## src/psk_map.vh

```
/*
  constants for the port-set, compare-skip and flag-test execution block:
  opcodes, register offsets, field positions, reset values and state codes.
  assumes: included by bare name from the design and verification files of this block.
*/
`ifndef PSK_MAP_VH
`define PSK_MAP_VH

// ==========================================================
// instruction words
`define PSK_OP_PORT_SET      10'h00A
`define PSK_OP_SEA_FIRST     10'h025
`define PSK_OP_SKIP_ACC_EQ_MEM_OP          10'h026
`define PSK_OP_FLAG_TEST     10'h038
`define PSK_IMM_PREFIX       6'h07
`define PSK_IMM_PREFIX_HI    9
`define PSK_IMM_PREFIX_LO    4
`define PSK_IMM_HI           3
`define PSK_IMM_LO           0

// ==========================================================
// output port
`define PSK_PORT_BITS        6
`define PSK_PORT_RESET       6'h00

// ==========================================================
// register map
`define PSK_ADDR_W           4
`define PSK_DATA_W           8
`define PSK_REG_CTRL         4'h0
`define PSK_REG_PORT         4'h1
`define PSK_REG_STATUS       4'h2
`define PSK_REG_MASK         4'h3
`define PSK_REG_FLAG         4'h4
`define PSK_CTRL_GATE_BIT    0
`define PSK_CTRL_RESET       1'h0
`define PSK_MASK_RESET       4'h0

// ==========================================================
// interrupt status layout
`define PSK_EV_BITS          4
`define PSK_EV_PORT_SET      0
`define PSK_EV_SKIP          1
`define PSK_EV_FLAG_RAISED   2
`define PSK_EV_FLAG_TAKEN    3

// ==========================================================
// sequencer states
`define PSK_ST_W             1
`define PSK_ST_IDLE          1'h0
`define PSK_ST_IMM           1'h1

`endif

```

## src/psk_index_decode.v

```verilog
/*
  one-hot decode of the index register onto the output port bits.
  assumes: index values above the port width give an all-zero mask.
*/
`timescale 1ns/1ns
`default_nettype none
`include "psk_map.vh"

module psk_index_decode (
  input  wire [3:0]                  index_i,
  input  wire                        enable_i,
  output wire [`PSK_PORT_BITS-1:0]   set_mask_o
);

  // ==========================================================
  // per-bit match
  genvar g;
  generate
    for (g = 0; g < `PSK_PORT_BITS; g = g + 1) begin : g_bit
      // a genvar cannot be part-selected, so it is sized once here
      localparam [3:0] bit_index = g;
      assign set_mask_o[g] = enable_i & (index_i == bit_index);
    end
  endgenerate

endmodule
`default_nettype wire

```

## src/psk_irq_status.v

```verilog
/*
  sticky event status with mask and a level interrupt output.
  assumes: clear_i is a read strobe of the status register; a set in the
  same cycle wins so no event is lost.
*/
`timescale 1ns/1ns
`default_nettype none
`include "psk_map.vh"

module psk_irq_status (
  input  wire                        clock_i,
  input  wire                        rst_i,
  input  wire [`PSK_EV_BITS-1:0]     event_i,
  input  wire                        clear_i,
  input  wire [`PSK_EV_BITS-1:0]     mask_i,
  output reg  [`PSK_EV_BITS-1:0]     status_o,
  output wire                        irq_o
);

  // ==========================================================
  // sticky bits
  genvar g;
  generate
    for (g = 0; g < `PSK_EV_BITS; g = g + 1) begin : g_ev
      always @(posedge clock_i or posedge rst_i) begin
        if (rst_i) begin
          status_o[g] <= 1'b0;
        end else if (event_i[g]) begin
          status_o[g] <= 1'b1;
        end else if (clear_i) begin
          status_o[g] <= 1'b0;
        end
      end
    end
  endgenerate

  // mask bit high lets the event through
  assign irq_o = |(status_o & mask_i);

endmodule
`default_nettype wire

```

## src/psk_exec.v

```verilog
/*
  execution of four instructions of a small 4-bit core: port bit set by
  index register, skip on accumulator equal immediate (two words), skip on
  accumulator equal pointed memory nibble, and external request flag test.
  assumes: the core presents one word per executed cycle with
  instr_valid_i, honours instr_suppress_o by not executing that word, and
  supplies accumulator, index register and the nibble at the data pointer.
  the carry flag is never touched here.
*/
`timescale 1ns/1ns
`default_nettype none
`include "psk_map.vh"

// How it works
// - port-set op raises port bit indexed by register
// - immediate compare is two words, two cycles
// - skip next when accumulator equals immediate
// - unequal immediate compare runs next instruction
// - memory compare is one word, one cycle
// - skip next when accumulator equals pointed nibble
// - flag test is one word, carry untouched
// - gate clear: flag set skips and clears
// - gate bit set makes flag test a no-op
module psk_exec (
  input  wire                        clock_i,
  input  wire                        rst_i,
  // instruction stream
  input  wire                        instr_valid_i,
  input  wire [9:0]                  instr_i,
  input  wire [3:0]                  acc_i,
  input  wire [3:0]                  index_i,
  input  wire [3:0]                  pointed_memory_nibble_i,
  input  wire                        ext_irq_event_i,
  output wire                        instr_suppress_o,
  output reg                         skip_o,
  output reg                         busy_o,
  output reg  [`PSK_PORT_BITS-1:0]   port_o,
  output reg                         ext_irq_request_flag_o,
  // register port
  input  wire [`PSK_ADDR_W-1:0]      addr_i,
  input  wire [`PSK_DATA_W-1:0]      wdata_i,
  input  wire                        wr_i,
  input  wire                        rd_i,
  output reg  [`PSK_DATA_W-1:0]      rdata_o,
  output wire                        irq_o
);

  // ==========================================================
  // state
  reg  [`PSK_ST_W-1:0]               state;
  reg  [`PSK_ST_W-1:0]               next_state;
  reg                                skip_pending;
  reg                                next_skip_pending;
  reg                                skip_second;
  reg                                next_skip_second;
  reg                                next_skip;
  reg                                ext_irq_enable_bit;
  reg  [`PSK_EV_BITS-1:0]            irq_mask;
  wire [`PSK_EV_BITS-1:0]            irq_status;
  wire [`PSK_PORT_BITS-1:0]          port_set_mask;

  // ==========================================================
  // decode of the word in hand
  wire suppress = instr_valid_i & (skip_pending | skip_second);
  wire live     = instr_valid_i & ~suppress;
  wire in_idle  = (state == `PSK_ST_IDLE);
  wire op_port  = live & in_idle & (instr_i == `PSK_OP_PORT_SET);
  wire op_sea   = live & in_idle & (instr_i == `PSK_OP_SEA_FIRST);
  wire op_skip_acc_eq_mem_op  = live & in_idle & (instr_i == `PSK_OP_SKIP_ACC_EQ_MEM_OP);
  wire op_test  = live & in_idle & (instr_i == `PSK_OP_FLAG_TEST);
  wire imm_word = live & (state == `PSK_ST_IMM);
  wire imm_ok   = (instr_i[`PSK_IMM_PREFIX_HI:`PSK_IMM_PREFIX_LO] == `PSK_IMM_PREFIX);
  wire [3:0] imm_val = instr_i[`PSK_IMM_HI:`PSK_IMM_LO];

  wire imm_equal = imm_word & imm_ok & (acc_i == imm_val);
  wire mem_equal = op_skip_acc_eq_mem_op & (acc_i == pointed_memory_nibble_i);
  // the gate bit at 1 leaves the flag and the program flow alone
  wire flag_take = op_test & ~ext_irq_enable_bit & ext_irq_request_flag_o;

  assign instr_suppress_o = suppress;

  // ==========================================================
  // sequencer
  always @* begin
    next_state        = state;
    next_skip_pending = skip_pending;
    next_skip_second  = skip_second;
    next_skip         = 1'b0;
    case (state)
      `PSK_ST_IDLE: begin
        if (op_sea) begin
          next_state = `PSK_ST_IMM;
        end
      end
      `PSK_ST_IMM: begin
        if (imm_word) begin
          // wrong second word: treated as a non-matching compare
          next_state = `PSK_ST_IDLE;
        end
      end
      default: begin
        next_state = `PSK_ST_IDLE;
      end
    endcase
    if (instr_valid_i & skip_second) begin
      next_skip_second = 1'b0;
    end else if (instr_valid_i & skip_pending) begin
      next_skip_pending = 1'b0;
      // a skipped two-word compare drags its immediate word with it
      next_skip_second  = (instr_i == `PSK_OP_SEA_FIRST);
    end
    if (imm_equal | mem_equal | flag_take) begin
      next_skip_pending = 1'b1;
      next_skip         = 1'b1;
    end
  end

  always @(posedge clock_i or posedge rst_i) begin
    if (rst_i) begin
      state        <= `PSK_ST_IDLE;
      skip_pending <= 1'b0;
      skip_second  <= 1'b0;
      skip_o       <= 1'b0;
      busy_o       <= 1'b0;
    end else begin
      state        <= next_state;
      skip_pending <= next_skip_pending;
      skip_second  <= next_skip_second;
      skip_o       <= next_skip;
      busy_o       <= (next_state == `PSK_ST_IMM);
    end
  end

  // ==========================================================
  // output port latch
  psk_index_decode u_decode (
    .index_i    (index_i),
    .enable_i   (op_port),
    .set_mask_o (port_set_mask)
  );

  // index outside the port width sets nothing; the program avoids it
  wire port_wr = wr_i & (addr_i == `PSK_REG_PORT);
  always @(posedge clock_i or posedge rst_i) begin
    if (rst_i) begin
      port_o <= `PSK_PORT_RESET;
    end else if (port_wr) begin
      // an instruction set in the same cycle still lands
      port_o <= wdata_i[`PSK_PORT_BITS-1:0] | port_set_mask;
    end else begin
      port_o <= port_o | port_set_mask;
    end
  end

  // ==========================================================
  // external request flag: a new request beats the test's clear
  always @(posedge clock_i or posedge rst_i) begin
    if (rst_i) begin
      ext_irq_request_flag_o <= 1'b0;
    end else if (ext_irq_event_i) begin
      ext_irq_request_flag_o <= 1'b1;
    end else if (flag_take) begin
      ext_irq_request_flag_o <= 1'b0;
    end
  end

  // ==========================================================
  // control and mask registers
  always @(posedge clock_i or posedge rst_i) begin
    if (rst_i) begin
      ext_irq_enable_bit <= `PSK_CTRL_RESET;
      irq_mask           <= `PSK_MASK_RESET;
    end else if (wr_i) begin
      if (addr_i == `PSK_REG_CTRL) begin
        ext_irq_enable_bit <= wdata_i[`PSK_CTRL_GATE_BIT];
      end
      if (addr_i == `PSK_REG_MASK) begin
        irq_mask <= wdata_i[`PSK_EV_BITS-1:0];
      end
    end
  end

  // ==========================================================
  // event status and interrupt
  wire [`PSK_EV_BITS-1:0] events;
  assign events[`PSK_EV_PORT_SET]    = op_port;
  assign events[`PSK_EV_SKIP]        = next_skip;
  assign events[`PSK_EV_FLAG_RAISED] = ext_irq_event_i & ~ext_irq_request_flag_o;
  assign events[`PSK_EV_FLAG_TAKEN]  = flag_take;

  wire status_rd = rd_i & (addr_i == `PSK_REG_STATUS);

  psk_irq_status u_status (
    .clock_i  (clock_i),
    .rst_i    (rst_i),
    .event_i  (events),
    .clear_i  (status_rd),
    .mask_i   (irq_mask),
    .status_o (irq_status),
    .irq_o    (irq_o)
  );

  // ==========================================================
  // read data, one cycle after the strobe and only then
  reg [`PSK_DATA_W-1:0] next_rdata;
  always @* begin
    next_rdata = {`PSK_DATA_W{1'b0}};
    if (rd_i) begin
      case (addr_i)
        `PSK_REG_CTRL:   next_rdata = {{(`PSK_DATA_W-1){1'b0}}, ext_irq_enable_bit};
        `PSK_REG_PORT:   next_rdata = {{(`PSK_DATA_W-`PSK_PORT_BITS){1'b0}}, port_o};
        `PSK_REG_STATUS: next_rdata = {{(`PSK_DATA_W-`PSK_EV_BITS){1'b0}}, irq_status};
        `PSK_REG_MASK:   next_rdata = {{(`PSK_DATA_W-`PSK_EV_BITS){1'b0}}, irq_mask};
        `PSK_REG_FLAG:   next_rdata = {{(`PSK_DATA_W-1){1'b0}}, ext_irq_request_flag_o};
        default:         next_rdata = {`PSK_DATA_W{1'b0}};
      endcase
    end
  end

  always @(posedge clock_i or posedge rst_i) begin
    if (rst_i) begin
      rdata_o <= {`PSK_DATA_W{1'b0}};
    end else begin
      rdata_o <= next_rdata;
    end
  end

endmodule
`default_nettype wire

```

## config.mk

```make
export PLATFORM = sky130hd
export DESIGN_NAME = psk_exec
export DESIGN_NICKNAME = d
export VERILOG_FILES = /design/src/psk_index_decode.v /design/src/psk_irq_status.v /design/src/psk_exec.v
export VERILOG_INCLUDE_DIRS = /design/src /design/src/src
export SDC_FILE = /design/constraint.sdc
export NUM_CORES = 1
export LEC_CHECK = 0
export BUFFER_PORTS_ARGS = -buffer_cell sky130_fd_sc_hd__buf_2
export CORE_AREA = 2 2 59 61
export DETAILED_ROUTE_END_ITERATION = 10
export DIE_AREA = 0 0 61 63
export GPL_TIMING_DRIVEN = 0
export PLACE_DENSITY_LB_ADDON = 0.25
export SLEW_MARGIN = 20
export SYNTH_ARGS = -nofsm -noshare
export SYNTH_HDL_FRONTEND = slang
export SYNTH_SLANG_ARGS = --single-unit
```

## constraint.sdc

```tcl
create_clock -name clock_i -period 4.6 [get_ports clock_i]
set_input_delay 0.69 -clock clock_i [delete_from_list [all_inputs] [get_ports clock_i]]
set_output_delay 0.69 -clock clock_i [all_outputs]
set_load 0.005 [all_outputs]
```

==> results of run 1 <==
==> synthesized netlist by cell type, drive strengths merged <==
cell     n  area share
and3b    2       0.013
nor4b    4       0.025
o41ai    2       0.012
nor4bb   1      0.0071
conb     1      0.0027
nor3     2      0.0071
and3     2      0.0089
xnor2    6       0.037
or4      2       0.013
nor3b    2       0.011
and4b    1      0.0071
or2      1      0.0044
nand3b   1      0.0053
o21ai    6       0.021
a31oi    1      0.0044
a22o     1      0.0062
clkbuf   1      0.0027
nand2   13       0.035
nor4     3       0.013
nor2     8       0.021
buf      3       0.014
dfrtp   26        0.46
nand3    5       0.018
a22oi    5       0.027
mux2i    2       0.014
mux2    12       0.096
o22a     1      0.0062
nand2b   2      0.0089
inv      7       0.019
nor2b    1      0.0044
nand4    4       0.018
a21o     5       0.027
a21oi    2      0.0071
or3      2      0.0089
xor2     2       0.012
==> layout make-up <==
type                    count  area (um2)
plain buffers               4        23.8
repair buffers             53         265
fillers                   324        1460
multi-input cells         103         712
inverters                   7        26.3
flip-flops and latches     26         651
well taps                  46        57.6
clock buffers               4        36.3
==> worst max path at each step <==
stage,endpoint,cells past startpoint,slack (ns),startpoint
after floorplan,skip_pending,4,2.54,instr_i[7]
after global placement,port_o[3],5,2.21,instr_valid_i
after detailed placement,port_o[2],5,2.09,instr_valid_i
after CTS,port_o[2],4,2.41,skip_pending
after global routing,port_o[3],4,2.13,skip_pending
final,port_o[2],5,2.41,instr_valid_i
==> registers in the layout, indices dropped and copies added, names as in the netlist <==
register,cells
port_o,6
rdata_o,6
irq_mask,4
u_status.status_o,4
ext_irq_enable_bit,1
ext_irq_request_flag_o,1
skip_o,1
skip_pending,1
skip_second,1
state,1
==> power by group <==
group          leakage (uW)  internal, uW  total [uW]  switching, uW
combinational      0.000555          63.0         112           49.0
sequential         0.000338           254         274           19.9
clock             0.0000210          48.4         111           63.1
total              0.000914           365         497            132
==> cells by family after synthesis <==
group | after synthesis
XOR/XNOR | 8
AO/OA/AOI/OAI | 23
AND/OR/NAND/NOR | 56
buffers and inverters | 11
other | 1
multiplexers | 14
flip-flops | 26
==> routing by layer <==
layer | routed length, um | GRT usage | vias up
met1 | 1440 | 0.223 | 594
li1 | - | - | 620
met3 | 138 | 0.0186 | 2
met4 | 28 | 0.0652 | 0
met2 | 1640 | 0.323 | 42
met5 | 0 | 0 | -
==> worst max-delay path, stage by stage <==
cell and delay, ns:
buf_2 0.10, nor3b_1 0.50, nand4_1 0.36, nor4b_1 0.61
a21o_1 0.20
==> per-stage QoR <==
stage          cells  cell area, um2  power [uW]  hold WS (ns)
2_1_floorplan    140            1410         337         0.470
3_3_place_gp     239            1740         386         0.499
3_5_place_dp     239            1740         391         0.497
4_1_cts          243            1770         504         0.528
5_1_grt          243            1770         527         0.482
6_report         243            1770         497         0.435
==> load_flow_metrics.sql, run 1 <==
INSERT INTO impl_metrics (metric_group, metric, value, unit) VALUES
('finish', 'layout-drive-gt1-share', '0.376', ''),
('hold_path', 'hold_path.class', 'in -> async', ''),
('sta', 'maxSlewHeadroom', '0.397', ''),
('critical_path', 'crit_type', 'in -> reg', ''),
('finish', 'syn2layout_area_growth', '25.8', '%'),
('placement', 'routabilityCongestion', '0.825', ''),
('floorplan', 'die_height', '63', 'um'),
('floorplan', 'die_x_extent', '61', 'um'),
('status', 'status', 'completed', ''),
('critical_path', 'worst_r2r_startpoint', 'skip_pending', ''),
('finish', 'final_nets', '238', ''),
('placement', 'portBuffers', '53', ''),
('sta', 'share_of_the_clock_period_used_by_the_worst_path', '0.476', ''),
('critical_path', 'ff2ff_setup_slack', '2.43', 'ns'),
('synth', 'ys_seq_elements', '26', ''),
('critical_path', 'cp.required', '4.86', 'ns'),
('power', 'power_density', '281', 'mW/mm2'),
('critical_path', 'endpoint_kind', 'flip-flop', ''),
('route', 'firstDrtPassIters', '4', ''),
('finish', 'antenna_cells_inserted', '0', ''),
('clock_network', 'cts_num_sinks', '26', ''),
('grt', 'grt_overflow_total', '0', ''),
('synth', 'syn-mean-instance-area', '10.1', 'um2'),
('synth', 'synthDistinctLibCells', '38', ''),
('finish', 'final_common_cell', 'buf_2', ''),
('grt', 'grt_start_max_net_pins', '27', ''),
('sta', 'worst_clock_skew', '0.00284', 'ns'),
('synth', 'share_of_synthesized_cell_area_in_full_adder_half_adder_and_majority_cells', '0', ''),
('run', 'maxCapViolations', '0', ''),
('critical_path', 'critical_path_arrival', '2.45', 'ns'),
('grt', 'grt_util_all_layers', '0.183', ''),
('synth', 'synthMuxAreaShare', '0.110', ''),
('route', 'drt_drc_violations_left', '0', ''),
('synth', 'synth_cells', '139', ''),
('floorplan', 'boundaryPins', '59', ''),
('clock_network', 'cts_hold_buf', '0', ''),
('clock_network', 'worstSkewPairLatency', '0.31', 'ns'),
('clock_network', 'post_cts_resized', '0', ''),
('synth', 'synth_simple_gate_area_frac', '0.229', ''),
('route', 'routed_wire_length_per_instance', '13.4', 'um'),
('route', 'finalWirelength', '3250', 'um'),
('clock_network', 'tritoncts', 'done', ''),
('synth', 'synth_top_family_by_area', 'simple AND/OR/NAND/NOR gates', ''),
('floorplan', 'rows', '21', ''),
('critical_path', 'worst_setup_path_start_kind', 'input pin', ''),
('floorplan', 'design.die.area', '0.00384', 'mm2'),
('sta', 'slew_violations', '0', ''),
('grt', 'first_global_vias', '1269', ''),
('clock_network', 'clk_transition_reported_paths', '0.13', 'ns'),
('finish', 'fin_util', '0.548', ''),
('sta', 'timing_limited_maximum_frequency', '457', 'MHz'),
('sta', 'layout_setup_ws', '2.41', 'ns'),
('clock_network', 'h-tree-depth', '1', ''),
('synth', 'syn_area', '0.00141', 'mm2'),
('floorplan', 'start_util', '0.436', ''),
('sta', 'worst_pin_slew', '0.899', 'ns'),
('route', 'violation_count_after_the_first_detailed_routing_iteration', '59', ''),
('critical_path', 'critical_path.reg2reg.endpoint', 'port_o[2]', ''),
('synth', 'synth_compound_gate_area_share', '0.111', ''),
('clock_network', 'cts_setup_buffers', '0', ''),
('finish', 'layout.cells.most_common_list', '54 x buf_2, 26 x dfrtp_1, 13 x nand2_1, 12 x mux2_2, 8 x nor2_1', ''),
('route', 'ant_nets', '0', ''),
('sta', 'tns', '0', 'ns'),
('synth', 'synth-xor-area-share', '0.0497', ''),
('critical_path', 'path_max_fanout', '5', ''),
('placement', 'dp_hpwl', '2680', 'um'),
('power', 'cellLeakagePower', '0.000914', 'uW'),
('clock_network', 'cts_inserted_buffers', '3', ''),
('route', 'via_count', '1258', ''),
('placement', 'pre_cts_slack', '2.09', 'ns'),
('floorplan', 'core_region_area', '0.00323', 'mm2'),
('sta', 'setup_viol', '0', ''),
('power', 'max-vdd-ir-drop', '0.128', 'mV'),
('critical_path', 'ff2ff_path_depth', '4', ''),
('grt', 'wire_length_of_the_first_global_routing_pass', '5420', 'um'),
('clock_network', 'clock_tree.root_cell', 'clkbuf_4', ''),
('synth', 'ys_warn_count', '0', ''),
('sta', 'final_period_minus_worst_setup_slack', '2.19', 'ns'),
('grt', 'antenna_violations_before_repair', '0', ''),
('sta', 'finalHoldViolations', '0', ''),
('clock_network', 'clock_path_buffers', '2', ''),
('synth', 'synth_seq_area_share', '0.462', ''),
('route', 'viasPerCell', '5.18', ''),
('sta', 'setup_repair_after_global_routing_missed_its_margin', 'false', '');
(Power assumes the default switching activity.)
==> inputs of run 2 (changes only) <==
- clock period: 4.6 -> 2.2 ns (I/O delays scaled with it)
==> load_flow_metrics.sql, run 2 (same netlist as run 1, synthesis figures left out) <==
INSERT INTO impl_metrics (metric_group, metric, value, unit) VALUES
('grt', 'grt_util_all_layers', '0.183', ''),
('sta', 'maxSlewHeadroom', '0.391', ''),
('power', 'power', '1040', 'uW'),
('finish', 'stdcell_count', '243', ''),
('grt', 'wire_length_of_the_first_global_routing_pass', '5420', 'um'),
('clock_network', 'cts_num_sinks', '26', ''),
('critical_path', 'slowest_stage', 'dfrtp_1', ''),
('power', 'power_density', '584', 'mW/mm2'),
('floorplan', 'die_height', '63', 'um'),
('critical_path', 'path_delay_family', 'simple AND/OR/NAND/NOR gates', ''),
('critical_path', 'cp.required', '2.47', 'ns'),
('finish', 'antenna_cells_inserted', '0', ''),
('critical_path', 'critPathLaunch', 'skip_pending', ''),
('critical_path', 'worst_setup_path_endpoint', 'port_o[2]', ''),
('status', 'status', 'completed', ''),
('grt', 'grt_start_max_net_pins', '27', ''),
('clock_network', 'clk_transition_reported_paths', '0.13', 'ns'),
('route', 'viasPerCell', '5.23', ''),
('critical_path', 'path_max_fanout', '5', ''),
('power', 'max-vdd-ir-drop', '0.269', 'mV'),
('route', 'violation_count_after_the_first_detailed_routing_iteration', '53', ''),
('sta', 'setup_viol', '0', ''),
('finish', 'final_nets', '238', ''),
('hold_path', 'hold_path.class', 'in -> async', ''),
('finish', 'syn2layout_area_growth', '26.6', '%'),
('sta', 'worst_pin_slew', '0.908', 'ns'),
('critical_path', 'worst_r2r_startpoint', 'skip_pending', ''),
('power', 'cellLeakagePower', '0.000919', 'uW'),
('route', 'firstDrtPassIters', '4', ''),
('sta', 'tns', '0', 'ns'),
('grt', 'grt_overflow_total', '0', ''),
('placement', 'portBuffers', '53', ''),
('critical_path', 'path_depth', '4', ''),
('route', 'ant_nets', '0', ''),
('route', 'routed_wire_length_per_instance', '13.4', 'um'),
('placement', 'routabilityCongestion', '0.825', ''),
('clock_network', 'clock_tree.root_cell', 'clkbuf_4', ''),
('placement', 'placed_cells_incl_taps', '239', ''),
('clock_network', 'clock_path_buffers', '2', ''),
('sta', 'timing_limited_maximum_frequency', '579', 'MHz'),
('clock_network', 'cts_inserted_buffers', '3', ''),
('critical_path', 'ff2ff_path_depth', '4', ''),
('finish', 'final_common_cell', 'buf_2', ''),
('clock_network', 'h-tree-depth', '1', ''),
('route', 'via_count', '1272', ''),
('critical_path', 'crit_type', 'reg -> reg', ''),
('placement', 'dp_hpwl', '2680', 'um'),
('finish', 'layout-drive-gt1-share', '0.386', ''),
('sta', 'share_of_the_clock_period_used_by_the_worst_path', '0.786', ''),
('floorplan', 'start_util', '0.436', ''),
('critical_path', 'worst_setup_path_start_kind', 'flip-flop', ''),
('sta', 'final_period_minus_worst_setup_slack', '1.73', 'ns'),
('clock_network', 'tritoncts', 'done', ''),
('sta', 'finalHoldViolations', '0', ''),
('finish', 'reg_top3', 'port_o: 6 flops, rdata_o: 6 flops', ''),
('critical_path', 'critPathMaxStageDelay', '0.45', 'ns'),
('floorplan', 'core_region_area', '0.00323', 'mm2'),
('finish', 'layout.cells.most_common_list', '54 x buf_2, 26 x dfrtp_1, 13 x nand2_1, 12 x mux2_2, 8 x nor2_1', ''),
('sta', 'worst_clock_skew', '0.00357', 'ns'),
('floorplan', 'die_x_extent', '61', 'um'),
('critical_path', 'ff2ff_setup_slack', '0.47', 'ns'),
('route', 'drt_drc_violations_left', '0', ''),
('critical_path', 'critical_path.reg2reg.endpoint', 'port_o[2]', ''),
('critical_path', 'critical_path_arrival', '1.99', 'ns'),
('grt', 'antenna_violations_before_repair', '0', ''),
('run', 'maxCapViolations', '0', ''),
('critical_path', 'critical_path_buf_inv_count', '0', ''),
('sta', 'slew_violations', '0', ''),
('clock_network', 'worstSkewPairLatency', '0.31', 'ns'),
('sta', 'setup_repair_after_global_routing_missed_its_margin', 'false', ''),
('grt', 'first_global_vias', '1269', ''),
('route', 'finalWirelength', '3260', 'um'),
('floorplan', 'boundaryPins', '59', ''),
('critical_path', 'timing.critical_path.cells', 'nor3b_2 > nand4_1 > nor4b_2 > a21o_1', ''),
('floorplan', 'design.die.area', '0.00384', 'mm2'),
('sta', 'timing.hold.ws', '0.0772', 'ns'),
('floorplan', 'rows', '21', ''),
('critical_path', 'endpoint_kind', 'flip-flop', '');
-- run 2: worst reg2reg max path: stages (launching register included) --
cell and delay (ns):
dfrtp_1 0.45, nor3b_2 0.36, nand4_1 0.31, nor4b_2 0.40, a21o_1 0.17
-- run 2: repair_timing --
action | in CTS | in global routing
resized for setup | 0 | 2
setup endpoints to repair | 0 | 2
buffers inserted | 0 | 0
hold buffers | 0 | 0
-- run 2: worst min-delay path by stage --
stage / cells past startpoint / end / from / slack, ns
after floorplan: 1 / ext_irq_enable_bit / rst_i / 0.37
after detailed placement: 2 / u_status.status_o[0] / u_status.status_o[0] / 0.50
after global placement: 2 / u_status.status_o[0] / u_status.status_o[0] / 0.50
after CTS: 2 / ext_irq_request_flag_o / ext_irq_event_i / 0.20
after global routing: 2 / rdata_o[0] / rst_i / 0.12
final: 2 / rdata_o[3] / rst_i / 0.08
-- run 2: where the power goes --
group	internal, uW	switching, uW	leakage, uW	total (uW)
registers	530	41.4	0.000338	572
clock network	101	133	0.0000210	234
logic	132	103	0.000560	235
-- run 2: area by class of cell --
cell class,count,area [um2]
Buffer,4,23.8
Clock buffer,4,36.3
Fill cell,321,1450
Inverter,7,26.3
Multi-Input combinational cell,103,723
Sequential cell,26,651
Tap cell,46,57.6
Timing Repair Buffer,53,265
-- run 2: per-layer routing --
layer,track usage,share of wire
met2,0.323,0.50
met1,0.223,0.44
met3,0.0186,0.045
met4,0.0652,0.0086
met5,0,0
-- run 2: metrics by stage --
step	utilization	setup WS [ns]	area (um2)
global route	0.552	0.252	1780
CTS	0.548	0.0133	1770
finish	0.552	0.472	1780
detailed placement	0.537	0.0541	1740
floorplan	-	0.503	1410
global placement	0.537	0.169	1740
==> inputs of run 3 (changes only) <==
- clock period: 2.2 -> 1.7 ns (I/O delays scaled with it)
==> load_flow_metrics.sql, run 3 (same netlist as run 1, synthesis figures left out) <==
INSERT INTO impl_metrics (metric_group, metric, value, unit) VALUES
('power', 'power_density', '742', 'mW/mm2'),
('placement', 'pre_cts_slack', '-0.433', 'ns'),
('critical_path', 'critical_path.reg2reg.endpoint', 'port_o[3]', ''),
('clock_network', 'clock_tree.root_cell', 'clkbuf_4', ''),
('placement', 'portBuffers', '53', ''),
('finish', 'final_nets', '240', ''),
('grt', 'grt_overflow_total', '0', ''),
('route', 'drt_drc_violations_left', '0', ''),
('placement', 'post_dp_cell_area', '0.00174', 'mm2'),
('critical_path', 'path_max_fanout', '5', ''),
('floorplan', 'die_x_extent', '61', 'um'),
('sta', 'maxSlewHeadroom', '0.397', ''),
('critical_path', 'crit_type', 'reg -> reg', ''),
('critical_path', 'endpoint_kind', 'flip-flop', ''),
('route', 'ant_nets', '0', ''),
('placement', 'placed_cells_incl_taps', '239', ''),
('status', 'status', 'completed', ''),
('finish', 'final_common_cell', 'buf_2', ''),
('critical_path', 'ff2ff_setup_slack', '0.15', 'ns'),
('critical_path', 'timing.critical_path.cells', 'nor3b_4 > nand4_1 > buf_4 > nor4b_4 > a21o_1', ''),
('critical_path', 'worst_r2r_startpoint', 'skip_second', ''),
('clock_network', 'worstSkewPairLatency', '0.31', 'ns'),
('sta', 'setup_viol', '0', ''),
('floorplan', 'core_region_area', '0.00323', 'mm2'),
('sta', 'layout_setup_ws', '0.152', 'ns'),
('critical_path', 'critical_path_arrival', '1.81', 'ns'),
('power', 'cellLeakagePower', '0.000935', 'uW'),
('clock_network', 'clk_transition_reported_paths', '0.13', 'ns'),
('grt', 'grt_util_all_layers', '0.185', ''),
('critical_path', 'slowest_stage', 'dfrtp_1', ''),
('critical_path', 'worst_setup_path_start_kind', 'flip-flop', ''),
('finish', 'antenna_cells_inserted', '0', ''),
('grt', 'wire_length_of_the_first_global_routing_pass', '5500', 'um'),
('finish', 'syn2layout_area_growth', '29.1', '%'),
('hold_path', 'hold_path.class', 'in -> async', ''),
('sta', 'share_of_the_clock_period_used_by_the_worst_path', '0.911', ''),
('floorplan', 'die_height', '63', 'um'),
('floorplan', 'design.die.area', '0.00384', 'mm2'),
('finish', 'stdcell_count', '245', ''),
('sta', 'final_period_minus_worst_setup_slack', '1.55', 'ns'),
('grt', 'antenna_violations_before_repair', '0', ''),
('sta', 'slew_violations', '0', ''),
('sta', 'finalHoldViolations', '0', ''),
('critical_path', 'ff2ff_path_depth', '5', ''),
('clock_network', 'cts_inserted_buffers', '3', ''),
('sta', 'worst_pin_slew', '0.900', 'ns'),
('finish', 'layout.cell_area.non_filler', '0.00182', 'mm2'),
('sta', 'tns', '0', 'ns'),
('clock_network', 'cts_hold_buf', '0', ''),
('route', 'finalWirelength', '3280', 'um'),
('clock_network', 'cts_num_sinks', '26', ''),
('run', 'maxCapViolations', '0', ''),
('critical_path', 'path_delay_family', 'simple AND/OR/NAND/NOR gates', ''),
('finish', 'num-fill-cells', '318', ''),
('sta', 'timing.hold.ws', '0.0000692', 'ns'),
('route', 'violation_count_after_the_first_detailed_routing_iteration', '52', ''),
('route', 'via_count', '1278', ''),
('route', 'viasPerCell', '5.22', ''),
('route', 'firstDrtPassIters', '4', ''),
('critical_path', 'critical_path_buf_inv_count', '1', ''),
('grt', 'grt_start_max_net_pins', '27', ''),
('finish', 'layout.cells.most_common_list', '54 x buf_2, 26 x dfrtp_1, 13 x nand2_1, 12 x mux2_2, 8 x nor2_1', ''),
('clock_network', 'clock_path_buffers', '2', ''),
('route', 'routed_wire_length_per_instance', '13.4', 'um'),
('floorplan', 'start_util', '0.436', ''),
('floorplan', 'boundaryPins', '59', ''),
('finish', 'layout-drive-gt1-share', '0.397', ''),
('critical_path', 'critPathMaxStageDelay', '0.46', 'ns'),
('placement', 'dp_hpwl', '2680', 'um'),
('critical_path', 'cp.required', '1.96', 'ns'),
('sta', 'worst_clock_skew', '0.000958', 'ns'),
('sta', 'setup_repair_after_global_routing_missed_its_margin', 'false', ''),
('floorplan', 'rows', '21', ''),
('clock_network', 'h-tree-depth', '1', ''),
('grt', 'first_global_vias', '1272', ''),
('finish', 'reg_top3', 'port_o: 6 flops, rdata_o: 6 flops', ''),
('sta', 'timing_limited_maximum_frequency', '646', 'MHz'),
('clock_network', 'tritoncts', 'done', ''),
('placement', 'routabilityCongestion', '0.825', ''),
('power', 'max-vdd-ir-drop', '0.303', 'mV');
[run 3: cell count changes in the layout (fill, tap and decap cells not counted)]
cell     before  now
buf_4         2    4
nor3b_2       1    0
nor3b_4       0    1
nor4_1        3    2
nor4_2        0    1
nor4b_2       1    0
nor4b_4       0    1
[run 3: per-layer routing]
layer  vias to the layer above  routed length (um)  global-route usage
met3                         2                 155              0.0186
met1                       603                1440               0.226
met5                         -                   0                   0
li1                        622                   -                   -
met4                         0                  27              0.0652
met2                        51                1650               0.325
[run 3: per-stage QoR]
stage | util | total power, uW
2_1_floorplan | - | 913
3_3_place_gp | 0.537 | 1040
3_5_place_dp | 0.537 | 1060
4_1_cts | 0.557 | 1370
5_1_grt | 0.563 | 1430
6_report | 0.563 | 1350
[run 3: final cells by class]
cell class | instances | area, um2 | area share
Buffer | 4 | 23.8 | 0.0131
Inverter | 7 | 26.3 | 0.0144
Timing Repair Buffer | 55 | 280 | 0.154
Clock buffer | 4 | 36.3 | 0.0199
Sequential cell | 26 | 651 | 0.358
Tap cell | 46 | 57.6 | 0.0316
Multi-Input combinational cell | 103 | 744 | 0.409
[run 3: worst max path at each step]
stage / from / end / slack [ns] / depth (start not counted)
global route: skip_second / port_o[1] / 0.006 / 4
CTS: skip_pending / port_o[4] / 0.08 / 5
detailed placement: skip_pending / port_o[2] / -0.43 / 4
floorplan: instr_i[7] / skip_pending / 0.08 / 4
finish: skip_second / port_o[3] / 0.15 / 5
global placement: skip_pending / port_o[3] / -0.31 / 4
[run 3: report_power, final]
part           leakage, uW  switching [uW]  internal (uW)  total [uW]
sequential        0.000338            54.0            686         740
combinational     0.000576             135            174         310
clock            0.0000210             169            131         300
[run 3: what timing repair did]
| item | 4_1_cts | 5_1_grt |
|---|---|---|
| resized for setup | 3 | 2 |
| hold endpoints to repair | 0 | 0 |
| endpoints found under the setup margin | 9 | 5 |
| pin swaps | 1 | 1 |
| buffers inserted | 1 | 1 |
